## config.mk

```make
export PLATFORM = sky130hd
export DESIGN_NAME = stm4_regen_section_termination
export DESIGN_NICKNAME = d
export VERILOG_FILES = /design/src/stm4_rs_pkg.sv /design/src/stm4_payload_fifo.sv /design/src/stm4_regen_section_termination.sv
export SDC_FILE = /design/constraint.sdc
export NUM_CORES = 1
export LEC_CHECK = 0
export ABC_AREA = 1
export BUFFER_PORTS_ARGS = -buffer_cell sky130_fd_sc_hd__buf_2
export CAP_MARGIN = 40
export CORE_ASPECT_RATIO = 1.4
export CORE_MARGIN = 1
export CORE_UTILIZATION = 65
export DETAILED_ROUTE_END_ITERATION = 12
export GPL_TIMING_DRIVEN = 0
export PLACE_DENSITY = 0.88
export SLEW_MARGIN = 0
export SYNTH_ARGS = -nofsm -noshare
export SYNTH_HDL_FRONTEND = slang
export SYNTH_SLANG_ARGS = --single-unit
```

## constraint.sdc

```tcl
create_clock -name clk -period 8.35 [get_ports clk]
set_clock_uncertainty 0.1 [all_clocks]
set_input_delay 0 -clock clk [delete_from_list [all_inputs] [get_ports clk]]
set_output_delay 0 -clock clk [all_outputs]
set_load 0.1 [all_outputs]
```

## src/stm4_rs_pkg.sv

```systemverilog
/*
 * Shared constants and types for the 622 Mbit/s regenerator-section block:
 * frame geometry, fixed overhead bytes, scrambler seed and timing figures.
 * Assumes one frame byte per clock of a 125 MHz clock and frames of 9 x 1080 bytes.
 */
package stm4_rs_pkg;

    localparam logic [3:0] LAST_ROW = 4'h8;
    localparam logic [3:0] OH_ROWS = 4'h3;
    localparam logic [3:0] PARITY_ROW = 4'h1;
    localparam logic [10:0] LAST_COL = 11'h437;
    localparam logic [10:0] SOH_COLS = 11'h024;
    localparam logic [10:0] A1_END_COL = 11'h00c;
    localparam logic [10:0] A2_END_COL = 11'h018;
    localparam logic [10:0] TRACE_COL = 11'h018;
    localparam logic [10:0] PARITY_COL = 11'h000;

    localparam logic [7:0] A1_BYTE = 8'hf6;
    localparam logic [7:0] A2_BYTE = 8'h28;
    // Alternating bits keep unscrambled spare bytes free of long runs.
    localparam logic [7:0] FILL_BYTE = 8'haa;
    localparam logic [7:0] ONES_BYTE = 8'hff;
    localparam logic [6:0] SCR_SEED = 7'h7f;
    localparam logic [7:0] SCR_FIRST_KEY = 8'hfe;

    localparam logic [1:0] TRACE_REPEAT = 2'h2;
    localparam logic [15:0] COUNT_MAX = 16'hffff;

    localparam int AIS_LIMIT_US = 250;
    localparam int CLK_PERIOD_NS = 8;
    localparam int AIS_LIMIT_CYCLES = AIS_LIMIT_US * 1000 / CLK_PERIOD_NS;

    typedef struct packed {
        logic [3:0] row;
        logic [10:0] col;
    } pos_type;

    typedef enum logic [2:0] {
        OH_A1,
        OH_A2,
        OH_TRACE,
        OH_SPARE_CLEAR,
        OH_PARITY,
        OH_SPARE_SCR,
        OH_PAYLOAD
    } byte_kind_type;

endpackage : stm4_rs_pkg

```

## src/stm4_payload_fifo.sv

```systemverilog
/*
 * Synchronous FIFO with valid/ready on both sides, used in the transmit payload path.
 * Assumes DEPTH is a power of two so that the pointers wrap on their own.
 */
`timescale 1ns/1ps
module stm4_payload_fifo #(
    parameter int WIDTH = 8,
    parameter int DEPTH = 8
) (
    input wire logic clk,
    input wire logic sys_rst,
    input wire logic [WIDTH-1:0] in_data,
    input wire logic in_valid,
    output logic in_ready,
    output logic [WIDTH-1:0] out_data,
    output logic out_valid,
    input wire logic out_ready
);
    localparam int AW = $clog2(DEPTH);
    localparam logic [AW:0] FULL_COUNT = (AW+1)'(DEPTH);

    logic [WIDTH-1:0] mem_r [DEPTH];
    logic [AW-1:0] wr_ptr_r, wr_ptr_nxt, rd_ptr_r, rd_ptr_nxt;
    logic [AW:0] count_r, count_nxt;
    logic push, pop;

    assign in_ready = (count_r != FULL_COUNT);
    assign out_valid = (count_r != '0);
    assign out_data = mem_r[rd_ptr_r];

    always_comb begin
        push = in_valid && in_ready;
        pop = out_valid && out_ready;
        wr_ptr_nxt = push ? wr_ptr_r + AW'(1) : wr_ptr_r;
        rd_ptr_nxt = pop ? rd_ptr_r + AW'(1) : rd_ptr_r;
        count_nxt = count_r + (AW+1)'(push) - (AW+1)'(pop);
    end

    always_ff @(posedge clk) begin
        if (sys_rst) begin
            wr_ptr_r <= '0;
            rd_ptr_r <= '0;
            count_r <= '0;
        end else begin
            wr_ptr_r <= wr_ptr_nxt;
            rd_ptr_r <= rd_ptr_nxt;
            count_r <= count_nxt;
        end
        if (push) begin
            mem_r[wr_ptr_r] <= in_data;
        end
    end

endmodule : stm4_payload_fifo

```

## src/stm4_regen_section_termination.sv

```systemverilog
/*
 * Regenerator-section termination for the 622 Mbit/s frame: transmit framer with
 * payload multiplexer and scrambler, receive descrambler with parity check, trace
 * handling, all-ones insertion and one-second performance counts.
 * Assumes byte-wide line data, one byte per clock, and frame-start strobes that mark
 * the first byte of each frame on each direction.
 */
//
// Summary of operation
// Transmit puts twelve first then twelve second alignment bytes at frame start.
// Transmit writes the configured trace identifier into the trace byte each frame.
// Transmit parity byte is even BIP-8 over the previous scrambled frame.
// Scrambler is frame synchronous, polynomial 1 + x^6 + x^7, length 127.
// Scrambler loads all ones at row 1 column 37; earlier first-row bytes stay clear.
// Each scrambled bit XORs the seventh stage; scrambler runs to frame end.
// Reserved first-row bytes are unscrambled, so they carry a run-free pattern.
// Receive descrambles with the same sequence, reset point and polynomial.
// Receive checks parity of previous scrambled frame and flags errored blocks.
// Receive extracts the trace byte and presents the accepted value.
// Receive flags mismatch between accepted trace and expected trace.
// Server fail or mismatch drives both all-ones insertion and trail fail.
// Receive output turns all ones, and back, within 250 microseconds.
// All ones are regenerated after descrambling while server fail is active.
// Payload multiplexer maps 9612 payload bytes per frame into fixed positions.
// Payload server fail forces transmitted payload to all ones within 250 microseconds.
// An unconnected payload server-fail input counts as inactive.
// Demultiplexer separates payload; its server fail follows the trail-fail signal.
// Channel, orderwire and user bytes are undefined without a source.
// Frame is 9 rows of 1080 bytes, 36 overhead columns, MSB first.
// Errored blocks and defect seconds are counted per one-second strobe.
`timescale 1ns/1ps
module stm4_regen_section_termination #(
    parameter int AIS_LIMIT_CYCLES = stm4_rs_pkg::AIS_LIMIT_CYCLES
) (
    input wire logic clk,
    input wire logic sys_rst,
    input wire logic tx_frame_start,
    input wire logic [7:0] payload_in_data,
    input wire logic payload_in_valid,
    output logic payload_in_ready,
    input wire logic payload_server_fail = 1'b0,
    input wire logic [7:0] tx_trace_identifier,
    output logic [7:0] tx_line_data,
    input wire logic rx_frame_start,
    input wire logic [7:0] rx_line_data,
    input wire logic incoming_server_fail,
    input wire logic [7:0] expected_trace_identifier,
    input wire logic mismatch_detect_disable,
    input wire logic termination_point_monitor_mode,
    input wire logic one_second,
    output logic [7:0] payload_out_data,
    output logic payload_out_valid,
    output logic [7:0] accepted_trace_identifier,
    output logic trace_mismatch_defect,
    output logic trace_mismatch_report,
    output logic all_ones_insert_action,
    output logic trail_fail_action,
    output logic server_fail_action,
    output logic near_errored_block,
    output logic [15:0] near_errored_block_count,
    output logic near_defect_second
);
    function automatic stm4_rs_pkg::pos_type pos_advance(input stm4_rs_pkg::pos_type p);
        stm4_rs_pkg::pos_type n;
        n = p;
        if (p.col == stm4_rs_pkg::LAST_COL) begin
            n.col = '0;
            n.row = (p.row == stm4_rs_pkg::LAST_ROW) ? 4'h0 : p.row + 4'h1;
        end else begin
            n.col = p.col + 11'h001;
        end
        return n;
    endfunction : pos_advance

    // Payload is every byte outside rows 1-3 columns 1-36: 9720 - 108 = 9612 bytes.
    function automatic stm4_rs_pkg::byte_kind_type classify(input stm4_rs_pkg::pos_type p);
        if (p.row == 4'h0 && p.col < stm4_rs_pkg::A1_END_COL) begin
            return stm4_rs_pkg::OH_A1;
        end else if (p.row == 4'h0 && p.col < stm4_rs_pkg::A2_END_COL) begin
            return stm4_rs_pkg::OH_A2;
        end else if (p.row == 4'h0 && p.col == stm4_rs_pkg::TRACE_COL) begin
            return stm4_rs_pkg::OH_TRACE;
        end else if (p.row == 4'h0 && p.col < stm4_rs_pkg::SOH_COLS) begin
            return stm4_rs_pkg::OH_SPARE_CLEAR;
        end else if (p.row == stm4_rs_pkg::PARITY_ROW && p.col == stm4_rs_pkg::PARITY_COL) begin
            return stm4_rs_pkg::OH_PARITY;
        end else if (p.row < stm4_rs_pkg::OH_ROWS && p.col < stm4_rs_pkg::SOH_COLS) begin
            return stm4_rs_pkg::OH_SPARE_SCR;
        end
        return stm4_rs_pkg::OH_PAYLOAD;
    endfunction : classify

    // Returns {next state, keystream byte}; keystream MSB is the first bit on the line.
    function automatic logic [14:0] scramble_step(input logic [6:0] s_in);
        logic [6:0] s;
        logic [7:0] ks;
        s = s_in;
        ks = '0;
        for (int i = 7; i >= 0; i--) begin
            ks[i] = s[6];
            s = {s[5:0], s[6] ^ s[5]};
        end
        return {s, ks};
    endfunction : scramble_step

    function automatic logic is_scrambled(input stm4_rs_pkg::pos_type p);
        return !(p.row == 4'h0 && p.col < stm4_rs_pkg::SOH_COLS);
    endfunction : is_scrambled

    function automatic logic is_seed_point(input stm4_rs_pkg::pos_type p);
        return p.row == 4'h0 && p.col == stm4_rs_pkg::SOH_COLS;
    endfunction : is_seed_point

    // Transmit path.
    stm4_rs_pkg::pos_type tx_pos_r, tx_pos_nxt, tx_pos;
    stm4_rs_pkg::byte_kind_type tx_kind;
    logic [6:0] tx_scr_r, tx_scr_nxt, tx_scr_cur;
    logic [7:0] tx_ks, tx_raw, tx_line_nxt;
    logic [7:0] tx_line_r, tx_acc_r, tx_acc_nxt, tx_bip_r, tx_bip_nxt;
    logic [7:0] fifo_data;
    logic fifo_valid, fifo_take;

    stm4_payload_fifo #(.WIDTH(8), .DEPTH(8)) payload_fifo (
        .clk(clk),
        .sys_rst(sys_rst),
        .in_data(payload_in_data),
        .in_valid(payload_in_valid),
        .in_ready(payload_in_ready),
        .out_data(fifo_data),
        .out_valid(fifo_valid),
        .out_ready(fifo_take)
    );

    always_comb begin
        tx_pos = tx_frame_start ? '0 : tx_pos_r;
        tx_pos_nxt = pos_advance(tx_pos);
        tx_kind = classify(tx_pos);
        tx_scr_cur = is_seed_point(tx_pos) ? stm4_rs_pkg::SCR_SEED : tx_scr_r;
        {tx_scr_nxt, tx_ks} = scramble_step(tx_scr_cur);
        if (!is_scrambled(tx_pos)) begin
            tx_scr_nxt = tx_scr_r;
        end
        // The FIFO drains only at payload positions; an underrun sends all ones.
        fifo_take = (tx_kind == stm4_rs_pkg::OH_PAYLOAD);
        case (tx_kind)
            stm4_rs_pkg::OH_A1: tx_raw = stm4_rs_pkg::A1_BYTE;
            stm4_rs_pkg::OH_A2: tx_raw = stm4_rs_pkg::A2_BYTE;
            stm4_rs_pkg::OH_TRACE: tx_raw = tx_trace_identifier;
            stm4_rs_pkg::OH_PARITY: tx_raw = tx_bip_r;
            stm4_rs_pkg::OH_PAYLOAD: begin
                tx_raw = (payload_server_fail || !fifo_valid) ? stm4_rs_pkg::ONES_BYTE : fifo_data;
            end
            default: tx_raw = stm4_rs_pkg::FILL_BYTE;
        endcase
        tx_line_nxt = is_scrambled(tx_pos) ? tx_raw ^ tx_ks : tx_raw;
        tx_acc_nxt = (tx_pos == '0) ? tx_line_nxt : tx_acc_r ^ tx_line_nxt;
        tx_bip_nxt = (tx_pos == '0) ? tx_acc_r : tx_bip_r;
    end

    always_ff @(posedge clk) begin
        if (sys_rst) begin
            tx_pos_r <= '0;
            tx_scr_r <= stm4_rs_pkg::SCR_SEED;
            tx_line_r <= '0;
            tx_acc_r <= '0;
            tx_bip_r <= '0;
        end else begin
            tx_pos_r <= tx_pos_nxt;
            tx_scr_r <= tx_scr_nxt;
            tx_line_r <= tx_line_nxt;
            tx_acc_r <= tx_acc_nxt;
            tx_bip_r <= tx_bip_nxt;
        end
    end

    assign tx_line_data = tx_line_r;

    // Receive path.
    stm4_rs_pkg::pos_type rx_pos_r, rx_pos_nxt, rx_pos;
    stm4_rs_pkg::byte_kind_type rx_kind;
    logic [6:0] rx_scr_r, rx_scr_nxt, rx_scr_cur;
    logic [7:0] rx_ks, rx_descr;
    logic [7:0] rx_acc_r, rx_acc_nxt, rx_bip_r, rx_bip_nxt;
    logic rx_bip_ok_r, rx_bip_ok_nxt;
    logic [7:0] trace_cand_r, trace_cand_nxt, acc_trace_r, acc_trace_nxt;
    logic [1:0] trace_same_r, trace_same_nxt;
    logic defect_r, defect_nxt, report_r, report_nxt, ais_r, ais_nxt;
    logic [7:0] out_data_r, out_data_nxt;
    logic out_valid_r, out_valid_nxt, errored_r, errored_nxt;
    logic [15:0] ebc_acc_r, ebc_acc_nxt, ebc_r, ebc_nxt;
    logic ds_acc_r, ds_acc_nxt, ds_r, ds_nxt;

    always_comb begin
        rx_pos = rx_frame_start ? '0 : rx_pos_r;
        rx_pos_nxt = pos_advance(rx_pos);
        rx_kind = classify(rx_pos);
        rx_scr_cur = is_seed_point(rx_pos) ? stm4_rs_pkg::SCR_SEED : rx_scr_r;
        {rx_scr_nxt, rx_ks} = scramble_step(rx_scr_cur);
        if (!is_scrambled(rx_pos)) begin
            rx_scr_nxt = rx_scr_r;
        end
        rx_descr = is_scrambled(rx_pos) ? rx_line_data ^ rx_ks : rx_line_data;
        rx_acc_nxt = (rx_pos == '0) ? rx_line_data : rx_acc_r ^ rx_line_data;
        rx_bip_nxt = (rx_pos == '0) ? rx_acc_r : rx_bip_r;
        // No parity verdict until the first receive frame start has been seen.
        rx_bip_ok_nxt = rx_bip_ok_r || (rx_pos == '0 && rx_frame_start);
        errored_nxt = (rx_kind == stm4_rs_pkg::OH_PARITY) && rx_bip_ok_r && (rx_descr != rx_bip_r);
        trace_cand_nxt = trace_cand_r;
        trace_same_nxt = trace_same_r;
        acc_trace_nxt = acc_trace_r;
        if (rx_kind == stm4_rs_pkg::OH_TRACE) begin
            if (rx_descr == trace_cand_r) begin
                if (trace_same_r == stm4_rs_pkg::TRACE_REPEAT) begin
                    acc_trace_nxt = trace_cand_r;
                end else begin
                    trace_same_nxt = trace_same_r + 2'h1;
                end
            end else begin
                trace_cand_nxt = rx_descr;
                trace_same_nxt = '0;
            end
        end
        defect_nxt = !mismatch_detect_disable && (acc_trace_r != expected_trace_identifier);
        report_nxt = termination_point_monitor_mode && defect_r;
        ais_nxt = incoming_server_fail || defect_r;
        out_valid_nxt = (rx_kind == stm4_rs_pkg::OH_PAYLOAD);
        // Ones are forced after the descrambler, since an upstream all-ones pattern is lost there.
        out_data_nxt = ais_nxt ? stm4_rs_pkg::ONES_BYTE : rx_descr;
        ebc_acc_nxt = (errored_r && ebc_acc_r != stm4_rs_pkg::COUNT_MAX) ? ebc_acc_r + 16'h0001 : ebc_acc_r;
        ds_acc_nxt = ds_acc_r || ais_r;
        ebc_nxt = ebc_r;
        ds_nxt = ds_r;
        if (one_second) begin
            ebc_nxt = ebc_acc_nxt;
            ds_nxt = ds_acc_nxt;
            ebc_acc_nxt = '0;
            ds_acc_nxt = 1'b0;
        end
    end

    always_ff @(posedge clk) begin
        if (sys_rst) begin
            rx_pos_r <= '0;
            rx_scr_r <= stm4_rs_pkg::SCR_SEED;
            rx_acc_r <= '0;
            rx_bip_r <= '0;
            rx_bip_ok_r <= 1'b0;
            trace_cand_r <= '0;
            trace_same_r <= '0;
            acc_trace_r <= '0;
            defect_r <= 1'b0;
            report_r <= 1'b0;
            ais_r <= 1'b0;
            out_data_r <= '0;
            out_valid_r <= 1'b0;
            errored_r <= 1'b0;
            ebc_acc_r <= '0;
            ebc_r <= '0;
            ds_acc_r <= 1'b0;
            ds_r <= 1'b0;
        end else begin
            rx_pos_r <= rx_pos_nxt;
            rx_scr_r <= rx_scr_nxt;
            rx_acc_r <= rx_acc_nxt;
            rx_bip_r <= rx_bip_nxt;
            rx_bip_ok_r <= rx_bip_ok_nxt;
            trace_cand_r <= trace_cand_nxt;
            trace_same_r <= trace_same_nxt;
            acc_trace_r <= acc_trace_nxt;
            defect_r <= defect_nxt;
            report_r <= report_nxt;
            ais_r <= ais_nxt;
            out_data_r <= out_data_nxt;
            out_valid_r <= out_valid_nxt;
            errored_r <= errored_nxt;
            ebc_acc_r <= ebc_acc_nxt;
            ebc_r <= ebc_nxt;
            ds_acc_r <= ds_acc_nxt;
            ds_r <= ds_nxt;
        end
    end

    assign payload_out_data = out_data_r;
    assign payload_out_valid = out_valid_r;
    assign accepted_trace_identifier = acc_trace_r;
    assign trace_mismatch_defect = defect_r;
    assign trace_mismatch_report = report_r;
    assign all_ones_insert_action = ais_r;
    assign trail_fail_action = ais_r;
    assign server_fail_action = ais_r;
    assign near_errored_block = errored_r;
    assign near_errored_block_count = ebc_r;
    assign near_defect_second = ds_r;

    // Cycles with insertion declared but no all-ones payload byte seen yet.
    logic [31:0] ais_wait_r;
    always_ff @(posedge clk) begin
        if (sys_rst || !ais_r || (out_valid_r && out_data_r == stm4_rs_pkg::ONES_BYTE)) begin
            ais_wait_r <= '0;
        end else begin
            ais_wait_r <= ais_wait_r + 32'h1;
        end
    end

    tx_align_a: assert property (@(posedge clk) disable iff (sys_rst)
        tx_kind == stm4_rs_pkg::OH_A1 |=> tx_line_data == stm4_rs_pkg::A1_BYTE)
        else $error("first alignment byte wrong");
    tx_trace_a: assert property (@(posedge clk) disable iff (sys_rst)
        tx_kind == stm4_rs_pkg::OH_TRACE |=> tx_line_data == $past(tx_trace_identifier))
        else $error("transmitted trace byte wrong");
    tx_parity_a: assert property (@(posedge clk) disable iff (sys_rst)
        tx_kind == stm4_rs_pkg::OH_PARITY |=> (tx_line_data ^ $past(tx_ks)) == $past(tx_bip_r))
        else $error("parity byte does not carry previous frame parity");
    scr_seed_a: assert property (@(posedge clk) disable iff (sys_rst)
        is_seed_point(tx_pos) |=> tx_line_data == ($past(tx_raw) ^ stm4_rs_pkg::SCR_FIRST_KEY))
        else $error("scrambler not loaded with all ones");
    tx_ais_a: assert property (@(posedge clk) disable iff (sys_rst)
        payload_server_fail && tx_kind == stm4_rs_pkg::OH_PAYLOAD
        |=> tx_line_data == ($past(tx_ks) ^ stm4_rs_pkg::ONES_BYTE))
        else $error("payload not all ones under server fail");
    rx_fail_a: assert property (@(posedge clk) disable iff (sys_rst)
        incoming_server_fail |=> all_ones_insert_action && trail_fail_action && server_fail_action)
        else $error("server fail did not raise insertion and trail fail");
    rx_ones_a: assert property (@(posedge clk) disable iff (sys_rst)
        all_ones_insert_action && payload_out_valid |-> payload_out_data == stm4_rs_pkg::ONES_BYTE)
        else $error("payload output not all ones during insertion");
    ais_time_a: assert property (@(posedge clk) disable iff (sys_rst)
        ais_wait_r < AIS_LIMIT_CYCLES)
        else $error("all ones not delivered in time");
    tim_detect_a: assert property (@(posedge clk) disable iff (sys_rst)
        (!mismatch_detect_disable && accepted_trace_identifier != expected_trace_identifier)[*2]
        |-> trace_mismatch_defect)
        else $error("trace mismatch not flagged");
    parity_flag_a: assert property (@(posedge clk) disable iff (sys_rst)
        near_errored_block |-> $past(rx_kind) == stm4_rs_pkg::OH_PARITY)
        else $error("errored block flagged outside parity byte");

    ais_seen_c: cover property (@(posedge clk) disable iff (sys_rst) $rose(all_ones_insert_action));
    errored_c: cover property (@(posedge clk) disable iff (sys_rst) near_errored_block);
    trace_acc_c: cover property (@(posedge clk) disable iff (sys_rst) $changed(accepted_trace_identifier));
    fifo_full_c: cover property (@(posedge clk) disable iff (sys_rst) payload_in_valid && !payload_in_ready);

endmodule : stm4_regen_section_termination

```

==> results of run 1 <==
metal layers:
layer  global-route usage, %  part of all wire (%)
met4                    17.5                   5.1
met1                    33.7                    37
met3                    4.69                   6.6
met2                    58.3                    52
met5                       0                     0
area by class of cell:
class,instances,area [um2]
Buffer,48,220
Clock buffer,28,614
Clock inverter,12,139
Fill cell,1181,3640
Inverter,176,663
Multi-Input combinational cell,892,4630
Sequential cell,227,5180
Tap cell,199,249
Timing Repair Buffer,120,761
worst min-delay path, cell delays in order:
cell     delay, ns
buf_2         0.08
inv_1         0.04
o21ai_0       0.17
inv_1         0.06
nand4_1       0.11
a21oi_1       0.10
cell families (layout without fill, tap and decap cells):
kind of cell	Yosys count	in the layout	share of synthesized area (%)
simple gates	591	591	24.9
flops	227	227	48.5
mux	1	1	0.0935
fa+ha+maj	21	21	2.53
compound gates	241	241	12.6
buf+inv	224	384	8.26
xor+xnor	38	38	3.11
synthesized netlist by cell type (4+ instances only):
| master | count | share of area (%) |
|---|---|---|
| nor4_1 | 8 | 0.47 |
| nor2_1 | 157 | 5.5 |
| inv_1 | 168 | 5.9 |
| a21oi_1 | 104 | 4.9 |
| a221oi_1 | 6 | 0.49 |
| o211ai_1 | 14 | 0.98 |
| clkbuf_1 | 36 | 1.3 |
| nor3_1 | 17 | 0.80 |
| nand4_1 | 27 | 1.6 |
| edfxtp_1 | 64 | 18 |
| nand2_2 | 27 | 1.6 |
| nand3_1 | 96 | 4.5 |
| a221o_1 | 7 | 0.65 |
| xor2_1 | 29 | 2.4 |
| ha_1 | 20 | 2.3 |
| inv_2 | 5 | 0.18 |
| dfxtp_1 | 163 | 30 |
| a31oi_1 | 9 | 0.53 |
| nor2_2 | 6 | 0.35 |
| nand2_1 | 230 | 8.1 |
| xnor2_1 | 9 | 0.74 |
| o21ai_0 | 86 | 4.0 |
| or2_2 | 5 | 0.29 |
| buf_4 | 4 | 0.28 |
power breakdown:
| group | switching [mW] | total, mW | internal, mW |
|---|---|---|---|
| Sequential | 0.0183 | 1.20 | 1.18 |
| Combinational | 0.224 | 0.310 | 0.0855 |
| Clock | 0.425 | 1.04 | 0.614 |
| Total | 0.668 | 2.55 | 1.88 |
metrics by stage:
step	cell area, um2	utilization [%]	std cells
finish	12500	77.4	1702
global route	12500	77.4	1702
floorplan	10700	-	1343
CTS	12500	77.4	1701
detailed placement	11400	70.8	1631
global placement	11400	70.7	1628
path summary, 6_finish.rpt:
check / start / to / depth (start not counted)
hold / removal: tx_trace_identifier[2] / tx_line_data[2]$_SDFF_PP0_ / 6
setup reg to reg: tx_pos_r[12]$_SDFF_PP0_ / payload_fifo.count_r[2]$_SDFF_PP0_ / 18
hold reg to reg: tx_acc_r[5]$_SDFF_PP0_ / tx_bip_r[5]$_SDFFE_PP0P_ / 2
setup / recovery: tx_pos_r[12]$_SDFF_PP0_ / payload_fifo.count_r[2]$_SDFF_PP0_ / 18
state kept, by name (all words and copies together) (netlist names), 4 cells and up, named ones only:
| register | flops |
|---|---|
| payload_out_data | 8 |
| payload_fifo.count_r | 4 |
| tx_scr_r | 7 |
| tx_line_data | 8 |
| rx_acc_r | 8 |
| accepted_trace_identifier | 8 |
| rx_pos_r | 15 |
| trace_cand_r | 8 |
| tx_bip_r | 8 |
| ebc_acc_r | 16 |
| rx_bip_r | 8 |
| rx_scr_r | 7 |
| tx_acc_r | 8 |
| near_errored_block_count | 16 |
| tx_pos_r | 15 |
| payload_fifo.mem_r | 64 |
==> results.py, run 1 <==
metrics = {
    "clocking": {
        "clkSinkCount": 227,
        "h-tree-depth": 1,
        "cts_resized": 0,
        "clock_latency_ns": 0.51,
        "post-cts-setup-buffers": 0,
        "cts_buffers": 22,
        "clk_pin_slew_ns": 0.07,
        "cts_buffer_depth": 3,
        "cts_tree": "done",
        "cts_hold_buf": 30,
        "cts_root_buffer": "clkbuf_16",
    },
    "timing": {
        "worstMarginPinSlew_ns": 0.901,
        "maxSlewViolCount": 0,
        "worst_slack_ns": 4.78,
        "fin_setup_tns_ns": 0,
        "hold_viol_final": 0,
        "slew_headroom_pct": 39.7,
        "whs_ns": 0.00696,
        "rsz0062_at_grt": "no",
        "layout_worst_path_cycle_share_pct": 42.8,
        "setup_viol": 0,
        "fmax_ghz": 0.280,
        "final_period_minus_worst_setup_slack_ns": 3.57,
    },
    "hold_path": {
        "hp-class": "input pin to register",
    },
    "worst_setup_path": {
        "end_kind": "register",
        "critPathMaxStageDelay_ns": 0.39,
        "start_kind": "register",
        "critPathSlowestCell": "fa_1",
        "path_cells": "inv_1 -> nor2_1 -> inv_1 -> ha_1 -> nand2_1 -> inv_1 -> nand2_1 -> nand3_1 -> inv_1 -> nand2_1 -> inv_1 -> ha_1 -> inv_1 -> ha_1 -> inv_1 -> fa_1 -> xor2_1 -> nor2_1",
        "cp_max_fo": 9,
        "cpMostUsedCell": "inv_1",
        "critPathTopFamily": "simple AND/OR/NAND/NOR gates",
        "critPathArrivalTime_ns": 3.84,
        "critical_path_required_ns": 8.62,
        "crit_type": "register to register",
        "critical_path_buf_inv_count": 7,
        "rrSetupSlack_ns": 4.78,
    },
    "synth": {
        "ys_warn_count": 0,
        "ys_seq_elements": 227,
        "synthArstFlopShare_pct": 0,
        "postSynthCellCount": 1343,
        "syn_avg_cell_area_um2": 7.97,
        "ys_seq_area_share_pct": 48.5,
        "synthDistinctLibCells": 53,
        "synth-main-ff-cell": "dfxtp_1",
        "syn_nets": 1406,
        "mappedNetlistArea_um2": 10700,
        "synth_edf_count": 64,
    },
    "drt": {
        "viasPerCell": 5.70,
        "dr.pass1.iters": 6,
        "drt-initial-drc-count": 574,
        "post_drt_wl_per_cell_um": 15.7,
        "drc": 0,
        "postRouteAntennaNets": 0,
        "totalWireLength_um": 26700,
        "vias": 9698,
    },
    "die": {
        "ioPinCount": 91,
        "fp-row-count": 55,
        "die_w_um": 110,
        "die_height_um": 154,
        "initial_core_util_pct": 66.4,
        "dieArea_um2": 17000,
        "core_um2": 16100,
    },
    "global_routing": {
        "grt_pass1_vias": 9534,
        "antenna_found_initial": 0,
        "grt_max_degree": 16,
        "grt_remaining_overflow": 0,
        "grt_first_pass_wirelength_um": 43700,
        "grt_usage_pct": 31.3,
    },
    "finish": {
        "final_cell_mix": "nand2_1, inv_1, dfxtp_1, nor2_1, a21oi_1",
        "drive_above_1_share_pct": 12.7,
        "antenna_cells": 0,
        "final_common_cell": "nand2_1",
        "syn_to_final_growth_pct": 16.5,
        "layout.nets": 1550,
    },
    "placement": {
        "port_buffers": 86,
        "place_hpwl_um": 18500,
        "place.gp.congestion": 0.912,
        "dp_worst_setup_slack_ns": 4.90,
    },
    "power": {
        "cellLeakagePower_nw": 5.36,
        "p_per_area_nw_per_um2": 204,
        "finalPower_mw": 2.55,
        "ir_drop_uv": 187,
    },
    "flow_run": {
        "maxCapViolations": 0,
    },
    "run_status": {
        "status": "finished clean",
    },
}
No activity file was read; power rests on OpenSTA's default activity.
==> inputs of run 2 (changes only) <==
CORE_UTILIZATION = 54   (was 65)
PLACE_DENSITY = 0.78   (was 0.88)
clock period = 3.22 ns   (was 8.35 ns; I/O delays follow)
==> run 2 against run 1 <==
Compared with the run above:
- critical path type unchanged
- sequential share of layout area down 0.60 points
- via count is 3.6% lower
- hold slack better by 0.022 ns
- sequential cell count stayed put
- final area is 1.5% higher
==> results.py, run 2 (same netlist as run 1, synthesis figures left out) <==
metrics = {
    "run_status": {
        "status": "finished clean",
    },
    "worst_setup_path": {
        "cp_max_fo": 7,
        "critPathMaxStageDelay_ns": 0.51,
        "cpMostUsedCell": "inv_1",
        "rr_startpoint": "tx_pos_r[1]$_SDFF_PP0_",
        "r2r_cells": 17,
        "path_cells": "inv_1 -> nor2_1 -> inv_1 -> ha_2 -> nand3_2 -> nor4_4 -> nand4_1 -> nand3_2 -> inv_2 -> nand2_2 -> inv_2 -> ha_1 -> inv_1 -> ha_1 -> inv_1 -> fa_2 -> nor2_1",
        "end_kind": "register",
        "start_kind": "register",
        "crit_type": "register to register",
        "rrSetupSlack_ns": 0.19,
        "critical_path_required_ns": 3.49,
        "critPathSlowestCell": "fa_2",
        "critPathArrivalTime_ns": 3.30,
        "r2r-end": "payload_fifo.count_r[1]$_SDFF_PP0_",
    },
    "timing": {
        "layout_worst_path_cycle_share_pct": 94.2,
        "fin_setup_tns_ns": 0,
        "worst_slack_ns": 0.186,
        "slew_headroom_pct": 40.5,
        "maxSlewViolCount": 0,
        "setup_viol": 0,
        "fmax_ghz": 0.330,
        "hold_viol_final": 0,
        "final_period_minus_worst_setup_slack_ns": 3.03,
        "worstMarginPinSlew_ns": 0.892,
        "rsz0062_at_grt": "no",
    },
    "drt": {
        "drt-initial-drc-count": 651,
        "post_drt_wl_per_cell_um": 14.4,
        "vias": 9348,
        "totalWireLength_um": 25300,
        "viasPerCell": 5.33,
        "dr.pass1.iters": 5,
        "drc": 0,
        "postRouteAntennaNets": 0,
    },
    "hold_path": {
        "whs_path_depth": 7,
        "hp-start": "tx_trace_identifier[5]",
        "hp-class": "input pin to register",
        "hold_end": "tx_line_data[5]$_SDFF_PP0_",
    },
    "finish": {
        "final_common_cell": "nand2_1",
        "utilization_pct": 65.6,
        "antenna_cells": 0,
        "layout.nets": 1553,
        "fillCellCount": 1603,
        "largest_reg_flops": 64,
        "syn_to_final_growth_pct": 18.2,
        "final_cell_mix": "nand2_1, inv_1, dfxtp_1, nor2_1, a21oi_1",
        "drive_above_1_share_pct": 13.9,
        "regMostFlops": "payload_fifo.mem_r",
    },
    "placement": {
        "dp_worst_setup_slack_ns": -0.243,
        "port_buffers": 86,
        "place_hpwl_um": 18400,
        "place.gp.congestion": 0.893,
    },
    "die": {
        "fp-row-count": 60,
        "ioPinCount": 91,
        "dieArea_um2": 20400,
        "die_height_um": 169,
        "die_w_um": 121,
        "core_um2": 19300,
        "initial_core_util_pct": 55.5,
    },
    "power": {
        "finalPower_mw": 6.70,
        "cellLeakagePower_nw": 5.40,
        "p_per_area_nw_per_um2": 529,
        "ir_drop_uv": 458,
    },
    "global_routing": {
        "grt_max_degree": 16,
        "antenna_found_initial": 0,
        "grt_first_pass_wirelength_um": 40800,
        "grt_usage_pct": 24.9,
        "grt_pass1_vias": 8866,
        "grt_remaining_overflow": 0,
    },
    "clocking": {
        "clock_latency_ns": 0.51,
        "cts_root_buffer": "clkbuf_16",
        "cts_buffers": 22,
        "clk_pin_slew_ns": 0.07,
        "clkSinkCount": 227,
        "cts_tree": "done",
        "h-tree-depth": 1,
        "cts_buffer_depth": 3,
    },
    "flow_run": {
        "maxCapViolations": 0,
    },
}
-- run 2: layout make-up --
cell class	instances	area, um2	area share, %
sequential	227	5180	41.0
inverter	176	663	5.24
multi-input combinational	892	4690	37.0
tap	248	310	2.45
timing repair buffer	123	783	6.19
clock inverter	9	124	0.979
buffer	48	220	1.74
clock buffer	31	676	5.34
-- run 2: critical path, delay by kind of cell, from the launching register on --
kind	cells	cell delay, ns
adders and majority gates	4	1.11
and+or+nand+nor	7	0.95
buffers and inverters	6	0.42
DFF	1	0.31
-- run 2: report_power, final --
| part | internal (mW) | total, mW | switching (mW) |
|---|---|---|---|
| clock network | 1.70 | 2.79 | 1.09 |
| logic | 0.226 | 0.800 | 0.574 |
| registers | 3.06 | 3.10 | 0.0434 |
| total | 4.99 | 6.70 | 1.71 |
-- run 2: worst max-delay path by stage --
stage	from	to	slack, ns	cells past startpoint
6_report	tx_pos_r[1]$_SDFF_PP0_	payload_fifo.count_r[1]$_SDFF_PP0_	0.19	17
2_1_floorplan	tx_pos_r[12]$_SDFF_PP0_	payload_fifo.count_r[2]$_SDFF_PP0_	0.37	18
4_1_cts	tx_pos_r[12]$_SDFF_PP0_	payload_fifo.count_r[3]$_SDFF_PP0_	0.03	19
3_5_place_dp	tx_pos_r[12]$_SDFF_PP0_	payload_fifo.count_r[3]$_SDFF_PP0_	-0.24	19
3_3_place_gp	tx_pos_r[12]$_SDFF_PP0_	payload_fifo.count_r[2]$_SDFF_PP0_	-0.14	18
5_1_grt	rx_pos_r[11]$_SDFF_PP0_	trace_cand_r[7]$_SDFFE_PP0P_	0.002	19
-- run 2: layer usage --
layer  track usage [%]  share of wire, %  up-vias
li1                  -                 -     4735
met1              28.3                41     4276
met2              45.7                51      268
met3              2.83               4.6       69
met4              11.7               4.0        0
met5                 0                 0        -
-- run 2: what timing repair did --
| action | 4_1_cts | 5_1_grt |
|---|---|---|
| setup endpoints to repair | 3 | 3 |
| hold buffers | 30 | 0 |
| gates resized for setup | 5 | 11 |
| pin swaps | 0 | 3 |
| buffers inserted | 0 | 3 |
| hold endpoints to repair | 136 | 0 |
-- run 2: through the flow --
step | instance area, um2 | hold WS, ns | cells
after floorplan | 10700 | -0.0207 | 1343
after global placement | 11400 | 0.0715 | 1677
after detailed placement | 11500 | 0.0720 | 1681
after CTS | 12600 | 0.0125 | 1751
after global routing | 12600 | 0.0962 | 1754
final | 12600 | 0.0285 | 1754
